## config.mk

```make
export PLATFORM = sky130hd
export DESIGN_NAME = uart_addr_wake_break
export DESIGN_NICKNAME = d
export VERILOG_FILES = /design/src/uart_awb_pkg.sv /design/src/uart_addr_wake_break.sv
export VERILOG_INCLUDE_DIRS = /design/src /design/src/src
export SDC_FILE = /design/constraint.sdc
export NUM_CORES = 1
export LEC_CHECK = 0
export ABC_CLOCK_PERIOD_IN_PS = 2900
export CELL_PAD_IN_SITES_DETAIL_PLACEMENT = 1
export CELL_PAD_IN_SITES_GLOBAL_PLACEMENT = 2
export CORE_ASPECT_RATIO = 1.25
export CORE_UTILIZATION = 39
export CTS_CLUSTER_DIAMETER = 100
export DETAILED_ROUTE_END_ITERATION = 7
export DONT_BUFFER_PORTS = 1
export PLACE_DENSITY_LB_ADDON = 0.1
export SLEW_MARGIN = 20
export SYNTH_ARGS = -nofsm -noshare
export SYNTH_HDL_FRONTEND = slang
export SYNTH_SLANG_ARGS = --single-unit
export TNS_END_PERCENT = 1
```

## constraint.sdc

```tcl
create_clock -name clk_in -period 2.9 [get_ports clk_in]
set_input_delay 0.29 -clock clk_in [delete_from_list [all_inputs] [get_ports clk_in]]
set_output_delay 0.29 -clock clk_in [all_outputs]
set_load 0.02 [all_outputs]
```

## src/uart_awb_cfg.svh

```systemverilog
// Offsets, field positions, reset values and timing counts of the serial block.
// Assumes inclusion by bare name from design files.
`ifndef UART_AWB_CFG_SVH
`define UART_AWB_CFG_SVH

// ----------------------------------------------------------------
// Register offsets
// ----------------------------------------------------------------
`define OFS_RX_STAT_CTRL  3'h0
`define OFS_RX_DATA       3'h1
`define OFS_TX_STAT_CTRL  3'h2
`define OFS_BAUD_CTRL     3'h3
`define OFS_DIV_HIGH      3'h4
`define OFS_DIV_LOW       3'h5
`define OFS_TX_DATA       3'h6
`define OFS_IRQ_CTRL      3'h7

// ----------------------------------------------------------------
// Receive status/control fields
// ----------------------------------------------------------------
`define RC_SERIAL_PORT_ENABLE_BIT   7
`define RC_RX9_BIT    6
`define RC_CONTINUOUS_RECEIVE_ENABLE_BIT   4
`define RC_ADDRESS_DETECT_ENABLE_BIT  3
`define RC_FRAMING_ERROR_BIT   2
`define RC_OVERRUN_ERROR_BIT   1
`define RC_RECEIVED_NINTH_BIT_BIT   0

// ----------------------------------------------------------------
// Transmit status/control fields
// ----------------------------------------------------------------
`define TX_TX9_BIT    6
`define TX_TRANSMIT_ENABLE_BIT   5
`define TX_SEND_BREAK_REQUEST_BIT  3
`define TX_SHIFT_REG_EMPTY_BIT   1
`define TX_TX9D_BIT   0

// ----------------------------------------------------------------
// Baud control and irq control fields
// ----------------------------------------------------------------
`define BC_IDLE_BIT   6
`define BC_WAKE_BIT   1
`define IC_RCIE_BIT   0
`define IC_GIE_BIT    1
`define IC_RCIP_BIT   2
`define IC_TXIF_BIT   4
`define IC_RCIF_BIT   5

// ----------------------------------------------------------------
// Reset values and timing
// ----------------------------------------------------------------
`define RST_DIV       16'h0000
`define BREAK_ZEROS   4'hc
`define OVS_LAST      4'hf
`define OVS_MID       4'h7
`define RX_FIFO_DEPTH 2

`endif

```

## src/uart_awb_pkg.sv

```systemverilog
// Types of the serial block: register bus carrier and receive, transmit and wake states.
// Assumes the cfg header is included by the design file.
package uart_awb_pkg;

    typedef struct packed {
        logic [2:0] addr;
        logic [7:0] wdata;
        logic       wr;
        logic       rd;
    } bus_req_s;

    typedef enum logic [1:0] {
        RX_IDLE  = 2'b00,
        RX_START = 2'b01,
        RX_DATA  = 2'b10,
        RX_STOP  = 2'b11
    } rx_state_e;

    typedef enum logic [1:0] {
        TX_IDLE  = 2'b00,
        TX_START = 2'b01,
        TX_DATA  = 2'b10,
        TX_STOP  = 2'b11
    } tx_state_e;

    typedef enum logic [1:0] {
        WK_OFF   = 2'b00,
        WK_ARMED = 2'b01,
        WK_LOW   = 2'b10
    } wake_state_e;

endpackage : uart_awb_pkg

```

## src/uart_addr_wake_break.sv

```systemverilog
// Async serial port with address detect, wake on edge and break transmit.
// Assumes single clk_in domain; receive_line is an asynchronous pin.
`timescale 1ns/1ns
`include "uart_awb_cfg.svh"

module uart_addr_wake_break (
    input  wire logic       clk_in,         // System clock 100 MHz
    input  wire logic       rst_in,         // Sync reset, active high
    input  wire logic [2:0] addr_in,        // Register index
    input  wire logic [7:0] wdata_in,       // Write data
    input  wire logic       wr_in,          // Write strobe
    input  wire logic       rd_in,          // Read strobe
    output logic      [7:0] rdata_out,      // Read data, cycle after strobe
    input  wire logic       receive_line,   // Serial input pin
    output logic            transmit_out,   // Serial output pin
    output logic            irq_out         // Receive interrupt request
);

    // ----------------------------------------------------------------
    // State
    // ----------------------------------------------------------------
    typedef struct packed {
        logic [7:0]                 rdata;
        logic [2:0]                 rx_sync;
        logic                       rx_line;
        logic [7:0]                 rcsta;
        logic [7:0]                 txsta;
        logic                       wake_en;
        logic [7:0]                 div_hi;
        logic [7:0]                 div_lo;
        logic [2:0]                 irqc;
        logic [15:0]                brg_cnt;
        logic [3:0]                 rx_ovs;
        logic [3:0]                 tx_ovs;
        uart_awb_pkg::rx_state_e    rx_st;
        logic [3:0]                 rx_bit;
        logic [8:0]                 rx_sh;
        logic [8:0]                 fifo0;
        logic [8:0]                 fifo1;
        logic [1:0]                 fcnt;
        logic                       ferr0;
        logic                       ferr1;
        uart_awb_pkg::wake_state_e  wk_st;
        logic                       wake_flag;
        uart_awb_pkg::tx_state_e    tx_st;
        logic [3:0]                 tx_bit;
        logic [8:0]                 tx_sh;
        logic                       tx_brk;
        logic [8:0]                 txbuf;
        logic                       txbuf_full;
        logic                       txd;
    } state_s;

    state_s s_q;
    state_s s_d;
    uart_awb_pkg::bus_req_s req;

    assign req = '{addr: addr_in, wdata: wdata_in, wr: wr_in, rd: rd_in};

    function automatic logic hit(input uart_awb_pkg::bus_req_s r, input logic [2:0] a);
        hit = r.addr == a;
    endfunction : hit

    logic       baud_tick;
    logic       rx_fall;
    logic       rx_rise;
    logic       nine;
    logic       take_rx;
    logic       transmit_enable;
    logic [3:0] tx_last;
    logic [8:0] rx_word;

    always_comb begin
        s_d = s_q;
        nine = s_q.rcsta[`RC_RX9_BIT];
        transmit_enable = s_q.txsta[`TX_TRANSMIT_ENABLE_BIT];
        take_rx = 1'b0;
        rx_word = 9'h000;
        // ------------------------------------------------------------
        // Pin synchroniser: a change counts when stages two and three agree
        // ------------------------------------------------------------
        s_d.rx_sync = {s_q.rx_sync[1:0], receive_line};
        if (s_q.rx_sync[2] == s_q.rx_sync[1]) begin
            s_d.rx_line = s_q.rx_sync[2];
        end
        rx_fall = s_q.rx_line & ~s_d.rx_line;
        rx_rise = ~s_q.rx_line & s_d.rx_line;

        // ------------------------------------------------------------
        // Oversampling tick, x16 of bit rate
        // ------------------------------------------------------------
        baud_tick = 1'b0;
        // New divisor only takes hold once the running count is used up
        if (s_q.brg_cnt == 16'h0000) begin
            s_d.brg_cnt = {s_q.div_hi, s_q.div_lo};
            baud_tick = 1'b1;
        end else begin
            s_d.brg_cnt = s_q.brg_cnt - 16'h0001;
        end

        // ------------------------------------------------------------
        // Register writes
        // ------------------------------------------------------------
        if (req.wr) begin
            case (req.addr)
                `OFS_RX_STAT_CTRL: begin
                    s_d.rcsta[7:3] = req.wdata[7:3];
                    if (!req.wdata[`RC_CONTINUOUS_RECEIVE_ENABLE_BIT]) begin
                        s_d.rcsta[`RC_OVERRUN_ERROR_BIT] = 1'b0;
                        s_d.ferr0 = 1'b0;
                        s_d.ferr1 = 1'b0;
                    end
                end
                `OFS_TX_STAT_CTRL: begin
                    s_d.txsta[6:5] = req.wdata[6:5];
                    s_d.txsta[`TX_SEND_BREAK_REQUEST_BIT] = req.wdata[`TX_SEND_BREAK_REQUEST_BIT];
                    s_d.txsta[`TX_TX9D_BIT] = req.wdata[`TX_TX9D_BIT];
                end
                `OFS_BAUD_CTRL: begin
                    s_d.wake_en = req.wdata[`BC_WAKE_BIT];
                    s_d.wk_st = req.wdata[`BC_WAKE_BIT] ? uart_awb_pkg::WK_ARMED
                                                        : uart_awb_pkg::WK_OFF;
                end
                `OFS_DIV_HIGH: s_d.div_hi = req.wdata;
                `OFS_DIV_LOW:  s_d.div_lo = req.wdata;
                `OFS_TX_DATA: begin
                    s_d.txbuf = {s_q.txsta[`TX_TX9D_BIT], req.wdata};
                    s_d.txbuf_full = 1'b1;
                end
                `OFS_IRQ_CTRL: s_d.irqc = req.wdata[2:0];
                default: ;
            endcase
        end

        // ------------------------------------------------------------
        // Receive data read pops FIFO and ends wake condition
        // ------------------------------------------------------------
        if (req.rd && hit(req, `OFS_RX_DATA)) begin
            s_d.wake_flag = 1'b0;
            if (s_q.fcnt != 2'h0) begin
                s_d.fifo0 = s_q.fifo1;
                s_d.ferr0 = s_q.ferr1;
                s_d.fcnt = s_q.fcnt - 2'h1;
            end
        end

        // ------------------------------------------------------------
        // Wake on edge: runs on synchronised line, no baud ticks needed
        // ------------------------------------------------------------
        case (s_q.wk_st)
            uart_awb_pkg::WK_ARMED: begin
                if (rx_fall) begin
                    s_d.wake_flag = 1'b1;
                    s_d.wk_st = uart_awb_pkg::WK_LOW;
                end
            end
            uart_awb_pkg::WK_LOW: begin
                if (rx_rise) begin
                    s_d.wake_en = 1'b0;
                    s_d.wk_st = uart_awb_pkg::WK_OFF;
                end
            end
            default: ;
        endcase

        // ------------------------------------------------------------
        // Receiver; held idle while wake is armed
        // ------------------------------------------------------------
        if (s_q.wake_en || !s_q.rcsta[`RC_SERIAL_PORT_ENABLE_BIT] || !s_q.rcsta[`RC_CONTINUOUS_RECEIVE_ENABLE_BIT]) begin
            s_d.rx_st = uart_awb_pkg::RX_IDLE;
        end else begin
            case (s_q.rx_st)
                uart_awb_pkg::RX_IDLE: begin
                    if (rx_fall) begin
                        s_d.rx_st = uart_awb_pkg::RX_START;
                        s_d.rx_ovs = 4'h0;
                    end
                end
                uart_awb_pkg::RX_START: begin
                    if (baud_tick) begin
                        s_d.rx_ovs = s_q.rx_ovs + 4'h1;
                        if (s_q.rx_ovs == `OVS_MID) begin
                            if (s_q.rx_line) begin
                                s_d.rx_st = uart_awb_pkg::RX_IDLE;
                            end else begin
                                s_d.rx_ovs = 4'h0;
                                s_d.rx_bit = 4'h0;
                                s_d.rx_st = uart_awb_pkg::RX_DATA;
                            end
                        end
                    end
                end
                uart_awb_pkg::RX_DATA: begin
                    if (baud_tick) begin
                        s_d.rx_ovs = s_q.rx_ovs + 4'h1;
                        if (s_q.rx_ovs == `OVS_LAST) begin
                            // LSB first, shift in from top
                            s_d.rx_sh = {s_q.rx_line, s_q.rx_sh[8:1]};
                            s_d.rx_bit = s_q.rx_bit + 4'h1;
                            if (s_q.rx_bit == (nine ? 4'h8 : 4'h7)) begin
                                s_d.rx_st = uart_awb_pkg::RX_STOP;
                            end
                        end
                    end
                end
                uart_awb_pkg::RX_STOP: begin
                    if (baud_tick) begin
                        s_d.rx_ovs = s_q.rx_ovs + 4'h1;
                        if (s_q.rx_ovs == `OVS_LAST) begin
                            s_d.rx_st = uart_awb_pkg::RX_IDLE;
                            take_rx = 1'b1;
                        end
                    end
                end
                default: s_d.rx_st = uart_awb_pkg::RX_IDLE;
            endcase
        end

        if (take_rx) begin
            rx_word = nine ? s_q.rx_sh : {1'b0, s_q.rx_sh[8:1]};
            // Address filter drops data characters
            if (!(nine && s_q.rcsta[`RC_ADDRESS_DETECT_ENABLE_BIT] && !rx_word[8])) begin
                if (s_d.fcnt == 2'(`RX_FIFO_DEPTH)) begin
                    s_d.rcsta[`RC_OVERRUN_ERROR_BIT] = 1'b1;
                end else if (s_d.fcnt == 2'h0) begin
                    s_d.fifo0 = rx_word;
                    s_d.ferr0 = ~s_q.rx_line;
                    s_d.fcnt = 2'h1;
                end else begin
                    s_d.fifo1 = rx_word;
                    s_d.ferr1 = ~s_q.rx_line;
                    s_d.fcnt = 2'h2;
                end
            end
        end
        s_d.rcsta[`RC_FRAMING_ERROR_BIT] = s_d.ferr0;
        s_d.rcsta[`RC_RECEIVED_NINTH_BIT_BIT] = s_d.fifo0[8];

        // ------------------------------------------------------------
        // Transmitter; break and data share the shift path
        // ------------------------------------------------------------
        tx_last = s_q.tx_brk ? (`BREAK_ZEROS - 4'h1)
                             : (s_q.txsta[`TX_TX9_BIT] ? 4'h8 : 4'h7);
        case (s_q.tx_st)
            uart_awb_pkg::TX_IDLE: begin
                s_d.txd = 1'b1;
                if (transmit_enable && s_q.txbuf_full) begin
                    s_d.tx_brk = s_q.txsta[`TX_SEND_BREAK_REQUEST_BIT];
                    // Break drops the written value
                    s_d.tx_sh = s_q.txsta[`TX_SEND_BREAK_REQUEST_BIT] ? 9'h000 : s_q.txbuf;
                    s_d.txbuf_full = req.wr && hit(req, `OFS_TX_DATA);
                    s_d.tx_ovs = 4'h0;
                    s_d.tx_st = uart_awb_pkg::TX_START;
                end
            end
            uart_awb_pkg::TX_START: begin
                s_d.txd = 1'b0;
                if (baud_tick) begin
                    s_d.tx_ovs = s_q.tx_ovs + 4'h1;
                    if (s_q.tx_ovs == `OVS_LAST) begin
                        s_d.tx_bit = 4'h0;
                        s_d.tx_st = uart_awb_pkg::TX_DATA;
                    end
                end
            end
            uart_awb_pkg::TX_DATA: begin
                s_d.txd = s_q.tx_brk ? 1'b0 : s_q.tx_sh[0];
                if (baud_tick) begin
                    s_d.tx_ovs = s_q.tx_ovs + 4'h1;
                    if (s_q.tx_ovs == `OVS_LAST) begin
                        s_d.tx_sh = {1'b0, s_q.tx_sh[8:1]};
                        s_d.tx_bit = s_q.tx_bit + 4'h1;
                        if (s_q.tx_bit == tx_last) begin
                            s_d.tx_st = uart_awb_pkg::TX_STOP;
                        end
                    end
                end
            end
            uart_awb_pkg::TX_STOP: begin
                s_d.txd = 1'b1;
                if (baud_tick) begin
                    s_d.tx_ovs = s_q.tx_ovs + 4'h1;
                    if (s_q.tx_ovs == `OVS_LAST) begin
                        if (s_q.tx_brk) begin
                            s_d.txsta[`TX_SEND_BREAK_REQUEST_BIT] = 1'b0;
                        end
                        s_d.tx_brk = 1'b0;
                        s_d.tx_st = uart_awb_pkg::TX_IDLE;
                    end
                end
            end
            default: s_d.tx_st = uart_awb_pkg::TX_IDLE;
        endcase
        if (!transmit_enable) begin
            s_d.tx_st = uart_awb_pkg::TX_IDLE;
            s_d.txd = 1'b1;
        end
        s_d.txsta[`TX_SHIFT_REG_EMPTY_BIT] = s_d.tx_st == uart_awb_pkg::TX_IDLE;

        // ------------------------------------------------------------
        // Read data, registered one cycle after strobe
        // ------------------------------------------------------------
        s_d.rdata = 8'h00;
        if (req.rd) begin
            case (req.addr)
                `OFS_RX_STAT_CTRL: s_d.rdata = s_q.rcsta;
                `OFS_RX_DATA:      s_d.rdata = s_q.fifo0[7:0];
                `OFS_TX_STAT_CTRL: s_d.rdata = s_q.txsta;
                `OFS_BAUD_CTRL: begin
                    s_d.rdata[`BC_IDLE_BIT] = s_q.rx_st == uart_awb_pkg::RX_IDLE;
                    s_d.rdata[`BC_WAKE_BIT] = s_q.wake_en;
                end
                `OFS_DIV_HIGH:     s_d.rdata = s_q.div_hi;
                `OFS_DIV_LOW:      s_d.rdata = s_q.div_lo;
                `OFS_IRQ_CTRL: begin
                    s_d.rdata[2:0] = s_q.irqc;
                    s_d.rdata[`IC_TXIF_BIT] = transmit_enable & ~s_q.txbuf_full;
                    s_d.rdata[`IC_RCIF_BIT] = (s_q.fcnt != 2'h0) | s_q.wake_flag;
                end
                default: s_d.rdata = 8'h00;
            endcase
        end
    end

    // ----------------------------------------------------------------
    // Registers
    // ----------------------------------------------------------------
    always_ff @(posedge clk_in) begin
        if (rst_in) begin
            s_q <= '0;
            s_q.rx_sync <= 3'h7;
            s_q.rx_line <= 1'b1;
            s_q.txd <= 1'b1;
            s_q.brg_cnt <= `RST_DIV;
        end else begin
            s_q <= s_d;
        end
    end

    assign rdata_out = s_q.rdata;
    assign transmit_out = s_q.txd;
    // Flag gated by both enables
    assign irq_out = ((s_q.fcnt != 2'h0) | s_q.wake_flag)
                   & s_q.irqc[`IC_RCIE_BIT] & s_q.irqc[`IC_GIE_BIT];

endmodule : uart_addr_wake_break

```

==> run_summary.xml <==
<?xml version="1.0" encoding="UTF-8"?>
<metrics>
  <group name="outcome">
    <metric name="outcome" unit="">complete, no violations</metric>
  </group>
  <group name="worst_setup_path">
    <metric name="worst_case_reg_to_reg_path_depth" unit="">7</metric>
    <metric name="required" unit="ns">3.23</metric>
    <metric name="crit_top_cell" unit="">sky130_fd_sc_hd__buf_4</metric>
    <metric name="startpoint_type" unit="">flip-flop</metric>
    <metric name="critical_path.slowest_cell" unit="">sky130_fd_sc_hd__or4_4</metric>
    <metric name="cp-end-kind" unit="">flip-flop</metric>
    <metric name="reg2reg_from" unit="">s_q[85]</metric>
    <metric name="max_stage_delay" unit="ns">0.59</metric>
    <metric name="worst_ep_arrival_time" unit="ns">2.68</metric>
    <metric name="worstSetupPathType" unit="">flip-flop to flip-flop</metric>
    <metric name="timing.rr.end" unit="">s_q[15]</metric>
    <metric name="cp_cell_sequence" unit="">or4_4, nand4b_4, buf_4, o21ai_2, buf_4, a21oi_1, a211oi_1</metric>
    <metric name="setup.reg_to_reg.worst_slack" unit="ns">0.55</metric>
    <metric name="critical_path_peak_fanout" unit="">40</metric>
  </group>
  <group name="floorplanning">
    <metric name="design.portCount" unit="">26</metric>
    <metric name="core_area" unit="sq um">16200</metric>
    <metric name="start_util" unit="%">40.0</metric>
    <metric name="die_w" unit="um">117</metric>
    <metric name="std_cell_rows" unit="">52</metric>
    <metric name="dieHeight" unit="um">146</metric>
    <metric name="dieArea" unit="sq um">17200</metric>
  </group>
  <group name="sta">
    <metric name="post_route_hold_slack" unit="ns">0.0122</metric>
    <metric name="max_clk_rate" unit="GHz">0.426</metric>
    <metric name="post_route_fraction_of_the_period_consumed_by_the_critical_path" unit="%">80.9</metric>
    <metric name="report.final.slew_viol_count" unit="">0</metric>
    <metric name="final-setup-viol-count" unit="">0</metric>
    <metric name="hold_viol" unit="">0</metric>
    <metric name="fin_skew" unit="ns">0.0102</metric>
    <metric name="min_period" unit="ns">2.35</metric>
    <metric name="finalWorstSetupSlack" unit="ns">0.554</metric>
    <metric name="worst-slew-pin-transition" unit="ns">0.975</metric>
    <metric name="grt_setup_unrepaired" unit="">no</metric>
    <metric name="total_negative_slack_for_setup_checks" unit="ns">0</metric>
    <metric name="worst_slew_margin_rel" unit="%">34.5</metric>
  </group>
  <group name="synth">
    <metric name="avgSynthCellArea" unit="sq um">8.46</metric>
    <metric name="netlist.area_leader.share" unit="%">41.4</metric>
    <metric name="synthFlopType" unit="">sky130_fd_sc_hd__dfxtp_1</metric>
    <metric name="synth_seq_area_share" unit="%">41.4</metric>
    <metric name="synth_area_leader_cell" unit="">sky130_fd_sc_hd__dfxtp_1</metric>
    <metric name="yosys_register_bits" unit="">134</metric>
    <metric name="syn_inst" unit="">767</metric>
    <metric name="yosysWarningCount" unit="">0</metric>
    <metric name="ys_async_sr_fraction" unit="%">0</metric>
    <metric name="post_synth_num_cell_types" unit="">69</metric>
    <metric name="syn-num-nets" unit="">795</metric>
    <metric name="post_synth_instance_area" unit="sq um">6490</metric>
    <metric name="number_of_enable_type_register_cells_in_the_synthesized_netlist" unit="">0</metric>
    <metric name="synthTopCellsByArea" unit="">sky130_fd_sc_hd__dfxtp_1 (41%), sky130_fd_sc_hd__nand2_1 (6.7%), sky130_fd_sc_hd__a21oi_1 (6.3%)</metric>
  </group>
  <group name="global_route">
    <metric name="grt_overflow" unit="">0</metric>
    <metric name="first_global_vias" unit="">5777</metric>
    <metric name="gr-usage-all-layers" unit="%">24.0</metric>
    <metric name="antenna_found_initial" unit="">0</metric>
    <metric name="global_route_wire_length_before_repair" unit="um">31800</metric>
    <metric name="grt_max_degree" unit="">122</metric>
  </group>
  <group name="power">
    <metric name="switching_share" unit="%">27.3</metric>
    <metric name="combinationalPowerShare" unit="%">15.6</metric>
    <metric name="clkPwrFrac" unit="%">45.2</metric>
    <metric name="p_int" unit="W">0.00387</metric>
    <metric name="power_switching" unit="W">0.00145</metric>
    <metric name="p_leak" unit="nW">2.59</metric>
    <metric name="ir_drop" unit="mV">0.364</metric>
    <metric name="powerDensity" unit="nW/um^2">717</metric>
    <metric name="seq_power_share" unit="%">39.1</metric>
  </group>
  <group name="hold_path">
    <metric name="timing.hold.worst.start" unit="">addr_in[2]</metric>
    <metric name="hold_end" unit="">rdata_out[1]</metric>
    <metric name="hold_path.class" unit="">input pin to flip-flop</metric>
    <metric name="hold-path-cell-count" unit="">2</metric>
  </group>
  <group name="finish">
    <metric name="fin_area" unit="sq um">7420</metric>
    <metric name="synthToLayoutAreaGrowth" unit="%">14.3</metric>
    <metric name="layout-drive-gt1-share" unit="%">10.9</metric>
    <metric name="fin_nets" unit="">787</metric>
  </group>
  <group name="detailed_routing">
    <metric name="top_layer" unit="">met4</metric>
    <metric name="wl_met1" unit="um">8060</metric>
    <metric name="avgViaCountPerCell" unit="">5.61</metric>
    <metric name="drtIter0Drc" unit="">226</metric>
    <metric name="routed-wl-met3" unit="um">558</metric>
    <metric name="met2_wirelength" unit="um">10500</metric>
    <metric name="drc" unit="">0</metric>
    <metric name="dr_total_vias" unit="">5545</metric>
    <metric name="finalWirelength" unit="um">19700</metric>
    <metric name="ant_nets" unit="">0</metric>
    <metric name="count_of_tritonroute_iterations_in_the_first_routing_pass" unit="">4</metric>
    <metric name="avgRoutedWirePerCell" unit="um">19.9</metric>
  </group>
  <group name="clock_tree">
    <metric name="root_cell_of_the_clock_tree" unit="">sky130_fd_sc_hd__clkbuf_16</metric>
    <metric name="cts_buffers" unit="">17</metric>
    <metric name="tritoncts" unit="">yes</metric>
    <metric name="worst_path_clk_slew" unit="ns">0.06</metric>
    <metric name="cts_max_level" unit="">4</metric>
    <metric name="clk_latency" unit="ns">0.43</metric>
    <metric name="cts-root-to-sink-buffers" unit="">2</metric>
    <metric name="cts.sink_count" unit="">134</metric>
  </group>
  <group name="placement">
    <metric name="routabilityCongestion" unit="">0.768</metric>
    <metric name="place_ws" unit="ns">0.553</metric>
    <metric name="io_buffers" unit="">0</metric>
    <metric name="dp_hpwl" unit="um">13300</metric>
    <metric name="placedInstanceArea" unit="sq um">6600</metric>
  </group>
  <group name="flow_run">
    <metric name="maxCapViolations" unit="">0</metric>
  </group>
</metrics>
[state kept, by name, indices dropped and copies added, names as in the netlist]
| name | cells |
|---|---|
| s_q | 122 |
| s_d | 2 |
| rdata_out | 8 |
| transmit_out | 1 |
| nine | 1 |
[area by class of cell]
class	count	area [sq um]
fillers	1898	8780
multi-input cells	564	3490
flip-flops and latches	134	2680
clock buffers	20	457
well taps	216	270
repair buffers	28	263
clock inverters	12	200
inverters	14	52.6
diodes	1	2.50
[how the worst max path moves through the flow]
stage | from | end | slack, ns | cells past startpoint
4_1_cts | s_q[85] | s_q[15] | 0.56 | 7
2_1_floorplan | s_q[85] | s_q[66] | 0.88 | 6
3_3_place_gp | s_q[85] | s_q[112] | 0.67 | 6
5_1_grt | s_q[75] | s_q[15] | 0.37 | 9
6_report | s_q[85] | s_q[15] | 0.55 | 7
3_5_place_dp | s_q[85] | s_q[15] | 0.55 | 7
[Yosys cell counts, drive strengths merged (14+ instances only)]
| master | instances |
|---|---|
| nor3 | 16 |
| inv | 14 |
| o21ai | 24 |
| a211oi | 32 |
| buf | 23 |
| a21oi | 82 |
| clkbuf | 32 |
| nand2 | 116 |
| dfxtp | 134 |
| mux2i | 28 |
| nor2 | 72 |
| nand3 | 16 |
[cell usage in the layout, fill, tap and decap left out, types with 6 or more instances in the layout]
cell and n:
sky130_fd_sc_hd__a211oi_1 32, sky130_fd_sc_hd__a21oi_1 82, sky130_fd_sc_hd__a22oi_1 10, sky130_fd_sc_hd__a311oi_1 6
sky130_fd_sc_hd__buf_4 14, sky130_fd_sc_hd__clkbuf_16 17, sky130_fd_sc_hd__dfxtp_1 134, sky130_fd_sc_hd__dlygate4sd3_1 13
sky130_fd_sc_hd__ha_1 12, sky130_fd_sc_hd__inv_1 14, sky130_fd_sc_hd__mux2_2 11, sky130_fd_sc_hd__mux2i_1 28
sky130_fd_sc_hd__nand2_1 116, sky130_fd_sc_hd__nand2b_1 8, sky130_fd_sc_hd__nand3_1 16, sky130_fd_sc_hd__nand4_1 7
sky130_fd_sc_hd__nor2_1 71, sky130_fd_sc_hd__nor2b_1 9, sky130_fd_sc_hd__nor3_1 15, sky130_fd_sc_hd__nor4_1 7
sky130_fd_sc_hd__o21ai_0 21, sky130_fd_sc_hd__or2_2 13, sky130_fd_sc_hd__or3_1 7, sky130_fd_sc_hd__xor2_1 7
[stage by stage]
step | total power [W] | std cells | util, %
after floorplan | 0.00276 | 767 | -
after global placement | 0.00287 | 942 | 40.7
final | 0.00532 | 989 | 45.8
after global routing | 0.00556 | 988 | 45.8
after detailed placement | 0.00290 | 942 | 40.7
after CTS | 0.00537 | 987 | 45.7
[power groups by stage]
stage | combinational, W | sequential, W | clock, W
6_report | 0.000833 | 0.00208 | 0.00241
5_1_grt | 0.000929 | 0.00210 | 0.00254
4_1_cts | 0.000844 | 0.00208 | 0.00245
3_5_place_dp | 0.000783 | 0.00212 | 0
3_3_place_gp | 0.000754 | 0.00211 | 0
2_1_floorplan | 0.000674 | 0.00208 | 0
[worst max-delay path, delay by kind of cell, from the launching register on]
kind	cells	cell delay (ns)
DFF	1	0.36
buffers and inverters	2	0.49
AOI/OAI and AO/OA	3	0.63
and+or+nand+nor	2	0.78
[cell families after synthesis]
kind of cell | Yosys count | synth area share (%)
AOI/OAI and AO/OA | 196 | 19.5
xor gates and xnor gates | 12 | 1.62
adders and majority gates | 12 | 2.31
buffers and inverters | 69 | 4.86
DFF | 134 | 41.4
muxes | 43 | 7.62
and+or+nand+nor | 301 | 22.7
[layer usage]
metal	vias to the layer above	global-route usage, %
met5	-	0
met4	0	10.7
met3	35	5.27
met2	74	44.1
met1	2708	26.3
li1	2728	-
[repair_timing]
| item | in CTS | in global routing |
|---|---|---|
| hold buffers | 13 | 1 |
| endpoints found under the hold margin | 122 | 1 |
| gates resized for setup | 0 | 0 |
| setup buffers | 0 | 0 |
Power figures use the tool's default switching activity.
